[src/common/nmr_map.vh]
// Contract
// - Mode five offered only together with rate adaptation.
// - Mode five demands fast message rate both ways.
// - Reference noise is max of external, virtual.
// - Virtual noise is channel gain times profile.
// - Office sets profiles; downstream sent in signature.
// - Showtime profile revisions arrive by update command.
// - Changed profile triggers rate adaptation when needed.
// - Profile values stay within lower and upper limits.
// - Margin over loaded subcarriers, robust channel excluded.
// - Modes two to five include virtual noise.
// - Measure at init; refresh autonomously or on request.
// - Send margin far end at init, diagnostics.
// - Forward margin to far end on its request.
// - Margin is 10-bit signed, tenths of dB.
// - Code -512 means out of range or unmeasured.
// - Upstream margin uses identical definition and encoding.
`ifndef NMR_MAP_VH
`define NMR_MAP_VH
`define NMR_OFF_CTRL    5'h00
`define NMR_OFF_MRG_DS  5'h04
`define NMR_OFF_MRG_US  5'h08
`define NMR_OFF_LIM_DS  5'h0C
`define NMR_OFF_LIM_US  5'h10
`define NMR_OFF_IRQ_ST  5'h14
`define NMR_OFF_IRQ_MSK 5'h18
`define NMR_OFF_CAP     5'h1C
`define NMR_CTRL_MDS_LSB 0
`define NMR_CTRL_MUS_LSB 3
`define NMR_CTRL_AUTO    6
`define NMR_CTRL_REQ_DS  8
`define NMR_CTRL_REQ_US  9
`define NMR_LIM_HI_LSB   16
`define NMR_MODE_RST     3'h1
`define NMR_MODE_SHOWTIME_ADAPTIVE_VIRTUAL_NOISE    3'h5
`define NMR_LIM_LO_RST   10'h2D4
`define NMR_LIM_HI_RST   10'h3D2
`define NMR_SRA_CAP      1'h1
`define NMR_MRG_SPECIAL  10'h200
`define NMR_MRG_RST      10'h200
`define NMR_PH_INIT      2'h1
`define NMR_PH_SHOW      2'h2
`define NMR_PH_DIAG      2'h3
`define NMR_ST_MEAS_DS   0
`define NMR_ST_MEAS_US   1
`define NMR_ST_RA        2
`define NMR_ST_CLAMP     3
`endif

[src/rtl/nmr_core.v]
// The Avalon-MM register port and the address map are this design's own decisions.
`timescale 1ns/1ps
`include "nmr_map.vh"
module nmr_core (
  input  wire        mclk,
  input  wire        rst,
  input  wire [4:0]  avs_address,
  input  wire        avs_read,
  input  wire        avs_write,
  input  wire [31:0] avs_writedata,
  output reg  [31:0] avs_readdata,
  output reg         avs_waitrequest,
  input  wire [1:0]  linePhase,
  input  wire        scValid,
  input  wire        scDir,
  input  wire [5:0]  scIdx,
  input  wire        scLoaded,
  input  wire        scRoc,
  input  wire [9:0]  scExt,
  input  wire [9:0]  scH2,
  input  wire [9:0]  scSig,
  input  wire [9:0]  scReq,
  input  wire [9:0]  scVn,
  input  wire        scLast,
  input  wire        profValid,
  input  wire        profUpdate,
  input  wire        profDir,
  input  wire [5:0]  profIdx,
  input  wire [9:0]  profVal,
  input  wire        profEnd,
  input  wire        farReq,
  input  wire        farReqDir,
  output reg         farValid,
  output reg         farDir,
  output reg  [9:0]  farMargin,
  output reg         raReq,
  output reg         raDir,
  output reg         msgRateFast,
  output reg         irq
);

  // Limits a profile code to the signed window lo..hi.
  function [9:0] clampLim;
    input [9:0] v;
    input [9:0] lo;
    input [9:0] hi;
    begin
      if ($signed(v) < $signed(lo))
        clampLim = lo;
      else if ($signed(v) > $signed(hi))
        clampLim = hi;
      else
        clampLim = v;
    end
  endfunction

  // Maps an unsupported mode code onto the mandatory mode.
  function [2:0] legalMode;
    input [2:0] m;
    begin
      if (m == 3'h0 || m > `NMR_MODE_SHOWTIME_ADAPTIVE_VIRTUAL_NOISE)
        legalMode = `NMR_MODE_RST;
      else if (m == `NMR_MODE_SHOWTIME_ADAPTIVE_VIRTUAL_NOISE && !`NMR_SRA_CAP)
        legalMode = `NMR_MODE_RST;
      else
        legalMode = m;
    end
  endfunction

  // Sweep accumulator start value and the largest codable margin.
  localparam signed [15:0] ACC_INIT = 16'sh7FFF;
  localparam signed [15:0] MRG_MAX  = 16'sh01FF;

  // State per direction, status and the profile store.
  reg  [2:0]  modeQ [0:1];
  reg         autoRef_q;
  reg  [1:0]  reqPend_q;
  reg  [9:0]  limLo_q [0:1];
  reg  [9:0]  limHi_q [0:1];
  reg  [9:0]  margin_q [0:1];
  reg  [3:0]  stat_q;
  reg  [3:0]  mask_q;
  reg  [3:0]  stat_d;
  reg  [15:0] minAcc_q [0:1];
  reg  [1:0]  anyLoaded_q;
  reg  [1:0]  chg_q;
  reg         farPend_q;
  reg         farPendDir_q;
  reg  [9:0]  profMem [0:127];
  reg  [31:0] rdMux;

  // Bus handshake qualifiers and line phase decodes.
  wire        busAcc = (avs_read | avs_write) & ~avs_waitrequest;
  wire        busWr  = avs_write & ~avs_waitrequest;
  wire        busRd  = avs_read & ~avs_waitrequest;
  wire        stRead = busRd & (avs_address == `NMR_OFF_IRQ_ST);
  wire        isDiag = (linePhase == `NMR_PH_DIAG);
  wire        isInit = (linePhase == `NMR_PH_INIT);
  wire        isShow = (linePhase == `NMR_PH_SHOW);

  // Per-subcarrier margin in the log domain, half-dB units.
  wire [2:0]  curMode = modeQ[scDir];
  wire [9:0]  profUse = clampLim(profMem[{scDir, scIdx}],
                                 limLo_q[scDir], limHi_q[scDir]);
  wire signed [12:0] extS = {{3{scExt[9]}}, scExt};
  wire signed [12:0] h2pS = {{3{scH2[9]}}, scH2} +
                            {{3{profUse[9]}}, profUse};
  wire signed [12:0] vnS  = {{3{scVn[9]}}, scVn};
  reg  signed [12:0] refS;
  always @* begin
    refS = extS;
    if (curMode == `NMR_MODE_SHOWTIME_ADAPTIVE_VIRTUAL_NOISE && h2pS > extS)
      refS = h2pS;
    else if (curMode != `NMR_MODE_SHOWTIME_ADAPTIVE_VIRTUAL_NOISE && curMode > 3'h1 && vnS > extS)
      refS = vnS;
  end
  wire signed [12:0] mHalf = {{3{scSig[9]}}, scSig} - refS -
                             {{3{scReq[9]}}, scReq};
  wire signed [15:0] mTenth = {{3{mHalf[12]}}, mHalf} * 16'sh0005;

  // Running minimum including the current subcarrier when it counts.
  wire        counts = scValid & scLoaded & ~scRoc;
  wire signed [15:0] accS = minAcc_q[scDir];
  wire signed [15:0] curMin = (counts && mTenth < accS) ? mTenth : accS;
  wire        curAny = anyLoaded_q[scDir] | counts;
  wire        measEn = isInit | isDiag |
                       (isShow & (autoRef_q | reqPend_q[scDir]));
  reg  [9:0]  code;
  always @* begin
    code = curMin[9:0];
    if (isDiag || !curAny || curMin > MRG_MAX || curMin < -MRG_MAX)
      code = `NMR_MRG_SPECIAL;
  end
  wire        measDone = scValid & scLast & measEn;

  // Profile load acceptance: signature at init, update in showtime.
  wire        profOk  = profValid & (profUpdate ? isShow : isInit);
  wire [9:0]  profNew = clampLim(profVal, limLo_q[profDir],
                                 limHi_q[profDir]);
  wire [9:0]  profOld = profMem[{profDir, profIdx}];
  wire        chgNow  = profOk & profUpdate & (profNew != profOld);
  wire        raFire  = profEnd & profUpdate & isShow &
                        (chg_q[profDir] | chgNow) &
                        (modeQ[profDir] == `NMR_MODE_SHOWTIME_ADAPTIVE_VIRTUAL_NOISE);

  // Profile storage has no reset; it is always loaded before use.
  always @(posedge mclk) begin
    if (profOk)
      profMem[{profDir, profIdx}] <= profNew;
  end

  // Read data selection, captured while waitrequest is still high.
  always @* begin
    rdMux = 32'h00000000;
    case (avs_address)
      `NMR_OFF_CTRL: begin
        rdMux[`NMR_CTRL_MDS_LSB+2:`NMR_CTRL_MDS_LSB] = modeQ[0];
        rdMux[`NMR_CTRL_MUS_LSB+2:`NMR_CTRL_MUS_LSB] = modeQ[1];
        rdMux[`NMR_CTRL_AUTO] = autoRef_q;
        rdMux[`NMR_CTRL_REQ_US:`NMR_CTRL_REQ_DS] = reqPend_q;
      end
      `NMR_OFF_MRG_DS: rdMux[9:0] = margin_q[0];
      `NMR_OFF_MRG_US: rdMux[9:0] = margin_q[1];
      `NMR_OFF_LIM_DS: begin
        rdMux[9:0] = limLo_q[0];
        rdMux[`NMR_LIM_HI_LSB+9:`NMR_LIM_HI_LSB] = limHi_q[0];
      end
      `NMR_OFF_LIM_US: begin
        rdMux[9:0] = limLo_q[1];
        rdMux[`NMR_LIM_HI_LSB+9:`NMR_LIM_HI_LSB] = limHi_q[1];
      end
      `NMR_OFF_IRQ_ST:  rdMux[3:0] = stat_q;
      `NMR_OFF_IRQ_MSK: rdMux[3:0] = mask_q;
      `NMR_OFF_CAP: begin
        rdMux[0] = `NMR_SRA_CAP;
        rdMux[1] = `NMR_SRA_CAP;
      end
      default: rdMux = 32'h00000000;
    endcase
  end

  // Sticky status: a read clears only the bits that it returned.
  always @* begin
    stat_d = stat_q;
    if (stRead)
      stat_d = stat_q & ~avs_readdata[3:0];
    if (measDone && !scDir)
      stat_d[`NMR_ST_MEAS_DS] = 1'b1;
    if (measDone && scDir)
      stat_d[`NMR_ST_MEAS_US] = 1'b1;
    if (raFire)
      stat_d[`NMR_ST_RA] = 1'b1;
    if (profOk && profNew != profVal)
      stat_d[`NMR_ST_CLAMP] = 1'b1;
  end

  // Avalon slave: one wait state, then the access completes.
  always @(posedge mclk) begin
    if (rst) begin
      avs_waitrequest <= 1'b1;
      avs_readdata    <= 32'h00000000;
    end else if (busAcc) begin
      avs_waitrequest <= 1'b1;
    end else if (avs_read | avs_write) begin
      avs_waitrequest <= 1'b0;
      avs_readdata    <= avs_read ? rdMux : 32'h00000000;
    end
  end

  // Configuration registers and request tracking.
  always @(posedge mclk) begin
    if (rst) begin
      modeQ[0]   <= `NMR_MODE_RST;
      modeQ[1]   <= `NMR_MODE_RST;
      autoRef_q  <= 1'b0;
      reqPend_q  <= 2'h0;
      limLo_q[0] <= `NMR_LIM_LO_RST;
      limLo_q[1] <= `NMR_LIM_LO_RST;
      limHi_q[0] <= `NMR_LIM_HI_RST;
      limHi_q[1] <= `NMR_LIM_HI_RST;
      mask_q     <= 4'h0;
      stat_q     <= 4'h0;
    end else begin
      stat_q <= stat_d;
      if (measDone)
        reqPend_q[scDir] <= 1'b0;
      if (busWr) begin
        case (avs_address)
          `NMR_OFF_CTRL: begin
            modeQ[0] <= legalMode(
              avs_writedata[`NMR_CTRL_MDS_LSB+2:`NMR_CTRL_MDS_LSB]);
            modeQ[1] <= legalMode(
              avs_writedata[`NMR_CTRL_MUS_LSB+2:`NMR_CTRL_MUS_LSB]);
            autoRef_q <= avs_writedata[`NMR_CTRL_AUTO];
            if (avs_writedata[`NMR_CTRL_REQ_DS])
              reqPend_q[0] <= 1'b1;
            if (avs_writedata[`NMR_CTRL_REQ_US])
              reqPend_q[1] <= 1'b1;
          end
          `NMR_OFF_LIM_DS: begin
            limLo_q[0] <= avs_writedata[9:0];
            limHi_q[0] <= avs_writedata[`NMR_LIM_HI_LSB+9:`NMR_LIM_HI_LSB];
          end
          `NMR_OFF_LIM_US: begin
            limLo_q[1] <= avs_writedata[9:0];
            limHi_q[1] <= avs_writedata[`NMR_LIM_HI_LSB+9:`NMR_LIM_HI_LSB];
          end
          `NMR_OFF_IRQ_MSK: mask_q <= avs_writedata[3:0];
          default: mask_q <= mask_q;
        endcase
      end
    end
  end

  // Margin sweep accumulation and result capture.
  always @(posedge mclk) begin
    if (rst) begin
      minAcc_q[0] <= ACC_INIT;
      minAcc_q[1] <= ACC_INIT;
      anyLoaded_q <= 2'h0;
      margin_q[0] <= `NMR_MRG_RST;
      margin_q[1] <= `NMR_MRG_RST;
    end else if (scValid) begin
      if (scLast) begin
        minAcc_q[scDir]    <= ACC_INIT;
        anyLoaded_q[scDir] <= 1'b0;
        if (measEn)
          margin_q[scDir] <= code;
      end else begin
        minAcc_q[scDir]    <= curMin;
        anyLoaded_q[scDir] <= curAny;
      end
    end
  end

  // Far-end reporting; a fresh measurement takes the slot first.
  always @(posedge mclk) begin
    if (rst) begin
      farValid     <= 1'b0;
      farDir       <= 1'b0;
      farMargin    <= `NMR_MRG_RST;
      farPend_q    <= 1'b0;
      farPendDir_q <= 1'b0;
    end else begin
      farValid <= 1'b0;
      if (farReq && isShow) begin
        farPend_q    <= 1'b1;
        farPendDir_q <= farReqDir;
      end
      if (measDone && (isInit || isDiag)) begin
        farValid  <= 1'b1;
        farDir    <= scDir;
        farMargin <= code;
      end else if (farPend_q) begin
        farValid  <= 1'b1;
        farDir    <= farPendDir_q;
        farMargin <= margin_q[farPendDir_q];
        farPend_q <= farReq & isShow;
      end
    end
  end

  // Profile change tracking and rate adaptation trigger.
  always @(posedge mclk) begin
    if (rst) begin
      chg_q <= 2'h0;
      raReq <= 1'b0;
      raDir <= 1'b0;
    end else begin
      raReq <= 1'b0;
      if (chgNow)
        chg_q[profDir] <= 1'b1;
      if (profEnd) begin
        chg_q[profDir] <= 1'b0;
        if (raFire) begin
          raReq <= 1'b1;
          raDir <= profDir;
        end
      end
    end
  end

  // Message rate demand follows mode five in either direction.
  always @(posedge mclk) begin
    if (rst) begin
      msgRateFast <= 1'b0;
    end else begin
      msgRateFast <= (modeQ[0] == `NMR_MODE_SHOWTIME_ADAPTIVE_VIRTUAL_NOISE) |
                     (modeQ[1] == `NMR_MODE_SHOWTIME_ADAPTIVE_VIRTUAL_NOISE);
    end
  end

  // Masked interrupt level, one cycle behind the status events.
  always @(posedge mclk) begin
    if (rst) begin
      irq <= 1'b0;
    end else begin
      irq <= |(stat_d & mask_q);
    end
  end

endmodule // nmr_core

[config.mk]
export PLATFORM = sky130hd
export DESIGN_NAME = nmr_core
export DESIGN_NICKNAME = d
export VERILOG_FILES = /design/src/rtl/nmr_core.v
export VERILOG_INCLUDE_DIRS = /design/src /design/src/common
export SDC_FILE = /design/constraint.sdc
export NUM_CORES = 2
export LEC_CHECK = 0
export CAP_MARGIN = 40
export CORE_UTILIZATION = 60
export DETAILED_ROUTE_END_ITERATION = 8
export DONT_BUFFER_PORTS = 1
export PLACE_DENSITY = 0.75
export SYNTH_ARGS = -nofsm -noshare
export SYNTH_HDL_FRONTEND = slang
export SYNTH_SLANG_ARGS = --single-unit
[constraint.sdc]
create_clock -name mclk -period 34.8 [get_ports mclk]
set_clock_uncertainty 0.05 [all_clocks]
set_input_delay 5.22 -clock mclk [delete_from_list [all_inputs] [get_ports mclk]]
set_output_delay 5.22 -clock mclk [all_outputs]
set_load 0.01 [all_outputs]
==> metrics <==
outcome finished clean; worst r2r src profMem[122][1]; Die ar. roughly 0.12 mm²; CP max stage delay just over 0.8 ns; I/O pin count 175; post_cts resized 0; routed vias roughly 48000; EDFF count, synth 1378; Commonest cells post-synth 1378 x edfxtp_1, 530 x mux4_2, 295 x nor2_1; DRT Wirelength between 200000 and 250000 µm; Reg2Reg Setup Slack between 15 and 20 ns; grt total ovfl 0; DP Wirelength around 150000 µm; slew margin rel. 0.259; CTS sink cnt ~1400; Rows between 100 and 150; CP endpoint kind flop; Final Util 0.664; Reg-to-Reg End margin_q[0][9]; first-pass GRT wire length between 300000 and 400000 µm; fin nets 4831; Min-Delay Endpoint reqPend_q[0]; Post-synth top flop edfxtp_1; Worst-Margin Slew around 1.1 ns; Peak Freq roughly 0.047 GHz; initial antenna violation count 22; path type of the worst setup path in2reg; number of buffers and inverters on the critical path 6; CP Data Required Time between 30 and 40 ns; tightest hold margin between 0.4 and 0.5 ns; CTS tree done; most frequent cell after synthesis edfxtp_1; post-synthesis sequential area ratio 0.590; Crit path top cell by count o21a_1; Period minus WS final ~21 ns; critical path arrival 21.61 ns; H-tree level count 4; Synth cell types a little under 100; met2 Usage GRT 0.568; endpoints failing setup 0; vias in the first global route about 47000; Leak Pwr 0.0256 µW; pwr dens 55.1 mW/mm²; GR Util met3 0.148; reg2reg path depth 65; top-area cell type share of the netlist area 0.575; Worst Path Max Fanout between 300 and 400; Top Usage Layer GRT met2; largest net degree at the start of global routing around 320; Mapped Cells approximately 4500; RSZ-0062 raised after global routing false; total CTS buffers ~140; worst hold start reqPend_q[0]; HP Class reg2reg; mean area per synthesized cell between 15 and 20 µm²; share of layout cells above drive strength 1 0.250; FF+latch count, synth approximately 1400; setup_tns 0 ns; Synth area leaders edfxtp_1 58%, mux4_2 17%, mux2i_1 2.8%, mux2_2 2.3%, ha_1 2.1%; ys async rst share 0; drt pass-1 iters 6; vias per cell around 7.7; CP Launch Point scIdx[0]; Post-Synthesis Cell Area just over 0.07 mm²; Routability Congestion around 0.99; Final Slew Violations 0; startpoint types input port; drt drc 0; delay-heaviest family, CP compound AO/OA/AOI/OAI gates; Pwr Total between 4000 and 5000 µW; initial core utilization 0.608; global routing met1 resource utilization 0.496; Area Growth Syn to Fin 9.31%; CTS clock-pin slew for the worst setup and hold paths roughly 0.060 ns; maximum VDD drop between 0.1 and 0.15 mV; endpoints failing hold 0; initial DRC count around 8600; Core ar. between 0.1 and 0.15 mm²; Cells on Worst Hold Path 2; hold buffer count at cts 0; Avg WL per Cell around 38 µm; Critical Path Slowest Stage Cell mux4_2; final antenna-violating net count 0; I/O Buffers 0; GRT Overall Usage 0.390; Final period util 0.608; Die Y ~350 µm; Ys Warns 0; CTS Buffer Depth 3; Post-CTS Setup Bufs 0; dominant cell type by area after synthesis edfxtp_1; maxcap violations 0; Die Span X about 350 µm; Root Driver clkbuf_16; clock latency on the worst-skew pair about 0.78 ns
## area by class of cell
class | instances | area, µm²
sequential | 1433 | 42500
fill | 7843 | 39800
multi-input combinational | 2669 | 27400
clock buffer | 168 | 3760
tap | 1600 | 2000
timing repair buffer | 215 | 1680
clock inverter | 96 | 842
inverter | 107 | 405
antenna | 11 | 27.5
## cell usage in the layout (no fill, tap or decap), types with 13 or more instances in the layout
cell          n
edfxtp_1   1378
inv_1       100
nand3_1      33
nor4_1       13
clkinv_1     31
o21ai_0     111
a22oi_1      34
mux4_2      530
nor2b_1      37
nor3_1       49
clkbuf_16   146
a21o_1       23
a221oi_1     27
nand2b_1     36
xnor2_1      32
nand4_1      20
xor2_1       13
ha_1        122
fa_1         13
clkbuf_1     20
and2_1       28
nor2_1      294
a211oi_1     47
mux2i_1     200
a21oi_1     137
buf_4       190
nand2_1     161
clkinv_2     38
mux2_2      149
o221ai_1    106
dfxtp_1      55
a31oi_1      14
o22ai_1     175
o21a_1       22
## routing by layer
metal | up-vias | share of wire
met1 | 23951 | 0.32
met4 | 20 | 0.076
met5 | - | 0.00052
met2 | 4514 | 0.44
li1 | 18765 | -
met3 | 996 | 0.16
## worst reg2reg max path, delay by kind of cell (launching register included)
family,cells,cell delay (ns)
muxes,10,3.79
DFF,1,0.40
adders and majority gates,9,3.21
buffers and inverters,6,1.16
AOI/OAI and AO/OA,26,5.07
and+or+nand+nor,14,2.45
## report_power, final
| part | total (µW) | internal [µW] | switching (µW) | leakage (µW) |
|---|---|---|---|---|
| combinational | 862 | 337 | 524 | 0.0106 |
| clock | 1530 | 865 | 668 | 0.00228 |
| sequential | 1940 | 1940 | 4.77 | 0.0127 |
## logic make-up after synthesis
| group | count (synthesis) | share of synthesized area |
|---|---|---|
| adders and majority gates | 135 | 0.0248 |
| buffers and inverters | 458 | 0.0309 |
| other | 1 | 0.0000521 |
| DFF | 1433 | 0.590 |
| xor gates and xnor gates | 45 | 0.00548 |
| muxes | 881 | 0.217 |
| and+or+nand+nor | 755 | 0.0498 |
| AOI/OAI and AO/OA | 841 | 0.0811 |
## state kept, by name (all words and copies together), names as in the netlist, 2 cells and up, named ones only
signal        cells
anyLoaded_q       2
avs_readdata     20
chg_q             2
farMargin        10
limHi_q          20
limLo_q          20
margin_q         20
mask_q            4
minAcc_q         32
modeQ             6
profMem        1280
reqPend_q         2
stat_q            4
## how the worst max path moves through the flow
stage,cells after the start,to
after global routing,65,margin_q[0][9]
final,65,margin_q[0][9]
after detailed placement,65,margin_q[0][9]
after global placement,65,margin_q[0][9]
after CTS,65,margin_q[0][9]
after floorplan,69,margin_q[1][9]
## per-stage QoR
step,cell area (µm²),worst slack [ns],std cells
floorplan,72000,14.81,4560
global placement,73700,13.38,5987
detailed placement,74000,13.36,6023
CTS,78600,14.15,6287
global route,78600,12.98,6292
finish,78600,13.65,6299
No activity file was read; power rests on OpenSTA's default activity.
